**src/hdl/tmr_pkg.sv**
```systemverilog
// Package for the timer interrupt, low-power and control-one block
package tmr_pkg;
  // Register map (index on the plain register port)
  localparam logic [3:0] ADDR_CTRL_ONE   = 4'h0;
  localparam logic [3:0] ADDR_FLAGS      = 4'h1;
  localparam logic [3:0] ADDR_CNT_HI     = 4'h2;
  localparam logic [3:0] ADDR_CNT_LO     = 4'h3;
  localparam logic [3:0] ADDR_CAP1_HI    = 4'h4;
  localparam logic [3:0] ADDR_CAP1_LO    = 4'h5;
  localparam logic [3:0] ADDR_CAP2_HI    = 4'h6;
  localparam logic [3:0] ADDR_CAP2_LO    = 4'h7;
  localparam logic [3:0] ADDR_CMP1_HI    = 4'h8;
  localparam logic [3:0] ADDR_CMP1_LO    = 4'h9;
  localparam logic [3:0] ADDR_CMP2_HI    = 4'hA;
  localparam logic [3:0] ADDR_CMP2_LO    = 4'hB;
  localparam logic [3:0] ADDR_MODE       = 4'hC;
  // Control-one field positions
  localparam int BIT_CAP_IE  = 7;
  localparam int BIT_CMP_IE  = 6;
  localparam int BIT_OVF_IE  = 5;
  localparam int BIT_FORCE2  = 4;
  localparam int BIT_FORCE1  = 3;
  localparam int BIT_LEVEL2  = 2;
  localparam int BIT_EDGE1   = 1;
  localparam int BIT_LEVEL1  = 0;
  // Flag register positions
  localparam int BIT_CAP1_F  = 7;
  localparam int BIT_CMP1_F  = 6;
  localparam int BIT_OVF_F   = 5;
  localparam int BIT_CAP2_F  = 4;
  localparam int BIT_CMP2_F  = 3;
  // Mode register positions (own choice)
  localparam int BIT_PIN1_EN = 7;
  localparam int BIT_PIN2_EN = 6;
  localparam int BIT_ONEPLS  = 5;
  localparam int BIT_PWM     = 4;
  localparam int BIT_EDGE2   = 1;
  // Reset values, count maximum and one-pulse capture value
  localparam logic [7:0]  CTRL_ONE_RST = 8'h00;
  localparam logic [7:0]  MODE_RST     = 8'h00;
  localparam logic [15:0] CNT_RST      = 16'hFFFC;
  localparam logic [15:0] CNT_MAX      = 16'hFFFF;
  localparam logic [15:0] CAP_OPM_VAL  = 16'hFFFD;
  localparam logic [15:0] CMP_RST      = 16'hFFFF;

  // Bus request bundle
  typedef struct packed {
    logic       wr;
    logic       rd;
    logic [3:0] addr;
    logic [7:0] wdata;
  } tmr_bus_s;

  // Power state seen by the timer
  typedef enum logic [1:0] {
    TMR_RUN,
    TMR_WAIT,
    TMR_HALT
  } tmr_power_e;
endpackage

```
**src/hdl/tmr_ctrl.sv**
```systemverilog
// Timer core with low-power behaviour, interrupt request and control register one
`timescale 1ns/1ps
module tmr_ctrl
  import tmr_pkg::*;
(
  input  wire logic       clk_sys_in,
  input  wire logic       arst_n_in,
  input  wire tmr_bus_s   bus_in,
  output logic      [7:0] rdata_out,
  input  wire logic       wait_mode_in,
  input  wire logic       halt_mode_in,
  input  wire logic       global_mask_in,
  input  wire logic       cap_one_pin_in,
  input  wire logic       cap_two_pin_in,
  output logic            cmp_one_pin_out,
  output logic            cmp_one_pin_en_out,
  output logic            cmp_two_pin_out,
  output logic            cmp_two_pin_en_out,
  output logic            irq_out,
  output logic            wake_out
);

  // ****************************************************************
  // Pin synchronisers and power state
  // ****************************************************************
  logic [1:0] cap1_sync;
  logic [1:0] cap2_sync;
  logic [1:0] halt_sync;
  logic       cap1_prev;
  logic       cap2_prev;
  logic       halt_prev;
  tmr_power_e power;

  // Capture pins and halt level come from outside; two stages before use
  always_ff @(posedge clk_sys_in or negedge arst_n_in) begin
    if (!arst_n_in) begin
      cap1_sync <= 2'h0;
      cap2_sync <= 2'h0;
      halt_sync <= 2'h0;
      cap1_prev <= 1'b0;
      cap2_prev <= 1'b0;
      halt_prev <= 1'b0;
    end else begin
      cap1_sync <= {cap1_sync[0], cap_one_pin_in};
      cap2_sync <= {cap2_sync[0], cap_two_pin_in};
      halt_sync <= {halt_sync[0], halt_mode_in};
      cap1_prev <= cap1_sync[1];
      cap2_prev <= cap2_sync[1];
      halt_prev <= halt_sync[1];
    end
  end

  // Wait has no effect on timer logic; it is tracked only for the wake output
  always_comb begin
    if (halt_sync[1]) begin
      power = TMR_HALT;
    end else if (wait_mode_in) begin
      power = TMR_WAIT;
    end else begin
      power = TMR_RUN;
    end
  end

  // ****************************************************************
  // Registers and bus decode
  // ****************************************************************
  logic [7:0]  ctrl_one;
  logic [7:0]  mode;
  logic [7:0]  flags;
  logic [15:0] cnt;
  logic [15:0] cap1;
  logic [15:0] cap2;
  logic [15:0] cmp1;
  logic [15:0] cmp2;
  logic [15:0] cmp1_act;
  logic [15:0] cmp2_act;
  logic [1:0]  armed;
  logic [7:0]  flags_seen;
  logic        cmp1_hold;
  logic        cmp2_hold;

  function automatic logic hit(input tmr_bus_s b, input logic [3:0] a);
    hit = (b.wr | b.rd) && (b.addr == a);
  endfunction

  logic halted;
  logic halt_exit;
  logic pwm_on;
  logic opm_on;
  logic edge1;
  logic edge2;
  logic cmp1_match;
  logic cmp2_match;
  logic ovf;
  logic period;
  logic [15:0] next_cnt;

  assign halted    = halt_sync[1];
  assign halt_exit = halt_prev && !halt_sync[1];
  assign pwm_on    = mode[BIT_PWM];
  assign opm_on    = mode[BIT_ONEPLS] && !pwm_on;
  // Polarity select: 1 rising, 0 falling
  assign edge1 = ctrl_one[BIT_EDGE1] ? (cap1_sync[1] && !cap1_prev)
                                     : (!cap1_sync[1] && cap1_prev);
  assign edge2 = mode[BIT_EDGE2] ? (cap2_sync[1] && !cap2_prev) : (!cap2_sync[1] && cap2_prev);
  assign cmp1_match = !halted && !cmp1_hold && (cnt == cmp1_act);
  assign cmp2_match = !halted && !cmp2_hold && (cnt == cmp2_act);
  assign ovf        = !halted && (cnt == CNT_MAX);
  assign period     = pwm_on && cmp2_match;

  // Counter stops during halt, resumes from held value
  always_comb begin
    next_cnt = cnt;
    if (!halted) begin
      if (period || (opm_on && edge1)) begin
        next_cnt = CNT_RST;
      end else if (hit(bus_in, ADDR_CNT_LO) && bus_in.wr) begin
        next_cnt = CNT_RST;
      end else begin
        next_cnt = cnt + 16'h0001;
      end
    end
  end

  always_ff @(posedge clk_sys_in or negedge arst_n_in) begin
    if (!arst_n_in) begin
      cnt <= CNT_RST;
    end else begin
      cnt <= next_cnt;
    end
  end

  // Control one: plain eight-bit read-write, zero at reset
  always_ff @(posedge clk_sys_in or negedge arst_n_in) begin
    if (!arst_n_in) begin
      ctrl_one <= CTRL_ONE_RST;
      mode     <= MODE_RST;
    end else if (!halted && bus_in.wr) begin
      if (bus_in.addr == ADDR_CTRL_ONE) begin
        ctrl_one <= bus_in.wdata;
      end
      if (bus_in.addr == ADDR_MODE) begin
        mode <= bus_in.wdata;
      end
    end
  end

  // Compare values; high-byte write inhibits compare until low byte lands
  always_ff @(posedge clk_sys_in or negedge arst_n_in) begin
    if (!arst_n_in) begin
      cmp1      <= CMP_RST;
      cmp2      <= CMP_RST;
      cmp1_act  <= CMP_RST;
      cmp2_act  <= CMP_RST;
      cmp1_hold <= 1'b0;
      cmp2_hold <= 1'b0;
    end else if (!halted) begin
      if (bus_in.wr && bus_in.addr == ADDR_CMP1_HI) begin
        cmp1[15:8] <= bus_in.wdata;
        cmp1_hold  <= 1'b1;
      end
      if (bus_in.wr && bus_in.addr == ADDR_CMP1_LO) begin
        cmp1[7:0] <= bus_in.wdata;
        cmp1_hold <= 1'b0;
      end
      if (bus_in.wr && bus_in.addr == ADDR_CMP2_HI) begin
        cmp2[15:8] <= bus_in.wdata;
        cmp2_hold  <= 1'b1;
      end
      if (bus_in.wr && bus_in.addr == ADDR_CMP2_LO) begin
        cmp2[7:0] <= bus_in.wdata;
        cmp2_hold <= 1'b0;
      end
      // PWM double-buffers the compare values up to the period end
      if (!pwm_on || period) begin
        cmp1_act <= cmp1;
        cmp2_act <= cmp2;
      end
    end
  end

  // ****************************************************************
  // Capture and flags
  // ****************************************************************
  // Capture edges during halt arm detection, resolved at exit
  always_ff @(posedge clk_sys_in or negedge arst_n_in) begin
    if (!arst_n_in) begin
      armed <= 2'h0;
      cap1  <= 16'h0000;
      cap2  <= 16'h0000;
    end else begin
      if (halted) begin
        armed <= armed | {edge2, edge1 && !pwm_on && !opm_on};
      end else begin
        armed <= 2'h0;
      end
      if (!halted && (armed[0] || (edge1 && !pwm_on && !opm_on))) begin
        cap1 <= cnt;
      end else if (!halted && opm_on && edge1) begin
        cap1 <= CAP_OPM_VAL;
      end
      if (!halted && (armed[1] || edge2)) begin
        cap2 <= cnt;
      end
    end
  end

  // Flags: set beats clear; clear needs flags read first
  logic [7:0] set_f;
  logic [7:0] clr_f;
  always_comb begin
    set_f = 8'h00;
    clr_f = 8'h00;
    if (!halted) begin
      set_f[BIT_CAP1_F] = armed[0] || (edge1 && !pwm_on) || period;
      set_f[BIT_CAP2_F] = armed[1] || edge2;
      set_f[BIT_CMP1_F] = cmp1_match && !pwm_on && !opm_on && !ctrl_one[BIT_FORCE1];
      set_f[BIT_CMP2_F] = cmp2_match && !pwm_on && !ctrl_one[BIT_FORCE2];
      set_f[BIT_OVF_F]  = ovf;
      clr_f[BIT_CAP1_F] = flags_seen[BIT_CAP1_F] && hit(bus_in, ADDR_CAP1_LO);
      clr_f[BIT_CAP2_F] = flags_seen[BIT_CAP2_F] && hit(bus_in, ADDR_CAP2_LO);
      clr_f[BIT_CMP1_F] = flags_seen[BIT_CMP1_F] && hit(bus_in, ADDR_CMP1_LO);
      clr_f[BIT_CMP2_F] = flags_seen[BIT_CMP2_F] && hit(bus_in, ADDR_CMP2_LO);
      clr_f[BIT_OVF_F]  = flags_seen[BIT_OVF_F] && hit(bus_in, ADDR_CNT_LO);
    end
  end

  always_ff @(posedge clk_sys_in or negedge arst_n_in) begin
    if (!arst_n_in) begin
      flags      <= 8'h00;
      flags_seen <= 8'h00;
    end else begin
      flags <= (flags & ~clr_f) | set_f;
      if (!halted && bus_in.rd && bus_in.addr == ADDR_FLAGS) begin
        flags_seen <= flags;
      end else begin
        flags_seen <= flags_seen & ~clr_f;
      end
    end
  end

  // ****************************************************************
  // Interrupt request and wake
  // ****************************************************************
  logic pend;
  assign pend = (ctrl_one[BIT_CAP_IE] && (flags[BIT_CAP1_F] || flags[BIT_CAP2_F]))
             || (ctrl_one[BIT_CMP_IE] && (flags[BIT_CMP1_F] || flags[BIT_CMP2_F]))
             || (ctrl_one[BIT_OVF_IE] && flags[BIT_OVF_F]);

  // Wake only from wait; flags cannot change in halt anyway
  always_ff @(posedge clk_sys_in or negedge arst_n_in) begin
    if (!arst_n_in) begin
      irq_out  <= 1'b0;
      wake_out <= 1'b0;
    end else begin
      irq_out  <= pend && !global_mask_in;
      wake_out <= pend && !global_mask_in && (power == TMR_WAIT);
    end
  end

  // ****************************************************************
  // Compare pins
  // ****************************************************************
  // Enables only gate the pins; compare logic runs regardless
  always_ff @(posedge clk_sys_in or negedge arst_n_in) begin
    if (!arst_n_in) begin
      cmp_one_pin_out    <= 1'b0;
      cmp_two_pin_out    <= 1'b0;
      cmp_one_pin_en_out <= 1'b1;
      cmp_two_pin_en_out <= 1'b1;
    end else begin
      cmp_one_pin_en_out <= !mode[BIT_PIN1_EN];
      cmp_two_pin_en_out <= !mode[BIT_PIN2_EN];
      if (!halted) begin
        if (pwm_on || opm_on) begin
          if (period || (opm_on && edge1)) begin
            cmp_one_pin_out <= ctrl_one[BIT_LEVEL2];
          end else if (cmp1_match) begin
            cmp_one_pin_out <= ctrl_one[BIT_LEVEL1];
          end
        end else if (ctrl_one[BIT_FORCE1] || cmp1_match) begin
          cmp_one_pin_out <= ctrl_one[BIT_LEVEL1];
        end
        if (!opm_on && !pwm_on && (ctrl_one[BIT_FORCE2] || cmp2_match)) begin
          cmp_two_pin_out <= ctrl_one[BIT_LEVEL2];
        end
      end
    end
  end

  // ****************************************************************
  // Read port, data one cycle after strobe
  // ****************************************************************
  always_ff @(posedge clk_sys_in or negedge arst_n_in) begin
    if (!arst_n_in) begin
      rdata_out <= 8'h00;
    end else if (bus_in.rd) begin
      case (bus_in.addr)
        ADDR_CTRL_ONE: rdata_out <= ctrl_one;
        ADDR_MODE:     rdata_out <= mode;
        ADDR_FLAGS:    rdata_out <= flags;
        ADDR_CNT_HI:   rdata_out <= cnt[15:8];
        ADDR_CNT_LO:   rdata_out <= cnt[7:0];
        ADDR_CAP1_HI:  rdata_out <= cap1[15:8];
        ADDR_CAP1_LO:  rdata_out <= cap1[7:0];
        ADDR_CAP2_HI:  rdata_out <= cap2[15:8];
        ADDR_CAP2_LO:  rdata_out <= cap2[7:0];
        ADDR_CMP1_HI:  rdata_out <= cmp1[15:8];
        ADDR_CMP1_LO:  rdata_out <= cmp1[7:0];
        ADDR_CMP2_HI:  rdata_out <= cmp2[15:8];
        ADDR_CMP2_LO:  rdata_out <= cmp2[7:0];
        default:       rdata_out <= 8'h00;
      endcase
    end else begin
      rdata_out <= 8'h00;
    end
  end

endmodule

```
**config.mk**
```make
export PLATFORM = sky130hd
export DESIGN_NAME = tmr_ctrl
export DESIGN_NICKNAME = d
export VERILOG_FILES = /design/src/hdl/tmr_pkg.sv /design/src/hdl/tmr_ctrl.sv
export SDC_FILE = /design/constraint.sdc
export NUM_CORES = 1
export LEC_CHECK = 0
export ABC_AREA = 1
export BUFFER_PORTS_ARGS = -buffer_cell sky130_fd_sc_hd__buf_2
export CAP_MARGIN = 40
export CORE_MARGIN = 2
export CORE_UTILIZATION = 35
export DETAILED_ROUTE_END_ITERATION = 8
export GPL_TIMING_DRIVEN = 0
export PLACE_DENSITY = 0.47
export SETUP_SLACK_MARGIN = 0.15
export SLEW_MARGIN = 20
export SYNTH_ARGS = -nofsm -noshare
export SYNTH_HDL_FRONTEND = slang
export SYNTH_SLANG_ARGS = --single-unit
```
**constraint.sdc**
```tcl
create_clock -name clk_sys_in -period 4.2 [get_ports clk_sys_in]
set_input_delay 0.21 -clock clk_sys_in [delete_from_list [all_inputs] [get_ports clk_sys_in]]
set_output_delay 0.21 -clock clk_sys_in [all_outputs]
set_load 0.02 [all_outputs]
```
==> run metrics <==
status=finished, final reports clean; CTS Buffer Depth=2; dpl hpwl=18200 µm; HP Start=bus_in[4]; hold path depth=3; syn nets=916; layout cells sized above 1=24.2%; Detail Route Antenna Nets=0; post-CTS setup buffer count=0; Final Setup Violations=0; Top cell by count, worst path=nand2_1; Die ar.=23500 µm²; most frequent cells in the layout=nand2_1 (237), inv_1 (107), dfrtp_1 (84); Max Cap Violations=0; boundary pin count=35; Cell Area, Synth=7820 µm²; drt via density=5.03; clock sink count=164; WP data required=4.56 ns; Initial Utilization=35.7%; Worst Clk Skew=0.00992 ns; Final GP Congestion=0.832; FF-to-FF Start=cnt[6]; Rel. slew slack=48.1%; placed inst area=8380 µm²; power density over the cells=604 nW/µm²; worst skew pair latency=0.43 ns; clock root buffer=clkbuf_16; chip height=153 µm; actual transition at the worst max-transition pin=0.779 ns; FF-to-FF path depth=11; CTS tree=yes; vias in the first global route=6175; final max-slew violation count=0; Syn. warnings=0; Fillers=2296; Worst setup SP type=flop; WL final=24900 µm; row cnt=54; drt wl/cell=20.0 µm; FMAX=445 MHz; area growth from synthesis to layout=15.2%; DRT iter0 DRCs=459; Critical Path End Type=flop; Peak VDD IR=0.280 mV; Worst EP arrival=2.61 ns; Syn Inst Count=894; Ant. Diodes=0; Hold Crit Class=primary input to flop; Worst-path clk slew=0.07 ns; TritonRoute pass-1 iters=7; DR DRC count=0; crit share post-route=53.5%; Avg Inst Size Synth=8.74 µm²; flops & latches, synth=164; I/O Buffers=34; Chip Width=153 µm; vias=6274; post-cts resize count=0; EDFF count, synth=0; H-tree Lvls=4; slowest stage delay, CP=0.51 ns; Tot GR Track Use=21.6%; first-pass GRT wire length=38000 µm; worst-path maximum fanout=9; GRT overflow=0; setup TNS=0 ns; asr flop ratio synth=100%; CP Class=flop to flop; Cell variety after synth=45; RSZ-0062 raised after global routing=false; prevailing post-synth register cell=dfrtp_1; sequence of cells on the critical path=buf_2, inv_2, nand2_1, nand2_1, nor2_1, nand2_1, nor2_4, nand4_2, nand2_4, o21ai_2, nand3_1; Lkg Pwr=4.10 nW; fin area=9000 µm²; largest net degree at the start of global routing=88; worst-path cell with the longest stage delay=dfstp_2; worst reg2reg setup slack=1.95 ns; sequential area share after synthesis=53.8%; # hold bufs at CTS=5; CTS Buf Count=17; most common cell after layout, fill and taps aside=nand2_1; initial antenna violation count=0; Hold Vio Cnt, Final=0; fin nets=976; Core ar.=21900 µm²; Crit. Startpoint=cnt[6]; fin crit period=2.25 ns
## sequential cells by signal (all words and copies together), names as in the netlist, 8 cells and up
name,cells
rdata_out,8
cap2,16
cmp2,16
cmp1,16
cmp1_act,16
cmp2_act,16
cap1,16
ctrl_one,8
cnt,16
mode,8
## worst max-delay path, delay by kind of cell (launching register included)
kind	cells	cell delay, ns
AO/OA/AOI/OAI	1	0.16
buffers and inverters	2	0.45
flip-flops	1	0.51
AND/OR/NAND/NOR	8	1.06
## power by group
part / total [mW] / internal [mW] / switching (mW)
clock network: 1.55 / 0.833 / 0.712
registers: 2.47 / 2.15 / 0.318
logic: 1.43 / 0.491 / 0.935
## final timing paths
kind                                     end
worst max-delay path                 cnt[14]
worst min-delay path                 cmp1[4]
worst max register to register       cnt[14]
worst min register to register  cap2_sync[1]
max in group asynchronous       cmp1_act[14]
min in group asynchronous             cnt[0]
## kinds of logic after synthesis
family / after synthesis / synth area share, %
simple gates: 361 / 20.0
compound gates: 200 / 16.1
flops: 164 / 53.8
buf+inv: 151 / 8.05
xor+xnor: 17 / 1.91
fa+ha+maj: 1 / 0.160
## per-layer routing
| metal | global-route usage, % | share of wire [%] | up-vias |
|---|---|---|---|
| li1 | - | - | 3049 |
| met1 | 30.2 | 47 | 3059 |
| met5 | 0 | 0 | - |
| met4 | 5.64 | 1.8 | 0 |
| met2 | 34.7 | 47 | 139 |
| met3 | 4.22 | 4.4 | 27 |
## cells in the mapped netlist, types with 8 or more instances
cell type / instances / area, µm²
a21oi_1: 19 / 95.1
buf_2: 8 / 40.0
clkbuf_1: 10 / 37.5
dfrtp_1: 84 / 2100
dfstp_2: 80 / 2100
inv_1: 107 / 402
inv_2: 18 / 67.6
nand2_1: 237 / 890
nand3_1: 36 / 180
nand4_1: 11 / 68.8
nor2_1: 46 / 173
nor3_1: 9 / 45.0
o21ai_0: 67 / 335
o21ai_1: 22 / 110
o21ai_2: 33 / 289
o22a_1: 10 / 87.6
o22ai_1: 27 / 169
xnor2_1: 9 / 78.8
xor2_1: 8 / 70.1
## area by class of cell
cell class,instances,area [µm²],share of cell area [%]
clock buffer,18,429,4.77
sequential,164,4200,46.7
inverter,125,469,5.21
multi-input combinational,579,2980,33.1
buffer,26,160,1.78
clock inverter,14,141,1.57
timing repair buffer,41,265,2.95
tap,280,350,3.89
## stage by stage
step / setup WS, ns / hold slack (ns) / utilization, % / std cells / total power [mW]
2_1_floorplan: 2.55 / -0.0856 / - / 894 / 3.36
3_3_place_gp: 0.179 / 0.320 / 38.1 / 1208 / 3.88
3_5_place_dp: 2.02 / 0.246 / 38.3 / 1210 / 3.91
4_1_cts: 2.00 / 0.00145 / 41.1 / 1247 / 5.47
5_1_grt: 1.87 / 0.0204 / 41.1 / 1247 / 5.75
6_report: 1.95 / 0.0123 / 41.1 / 1247 / 5.44
Note: power is estimated with default switching activity, not from simulation.
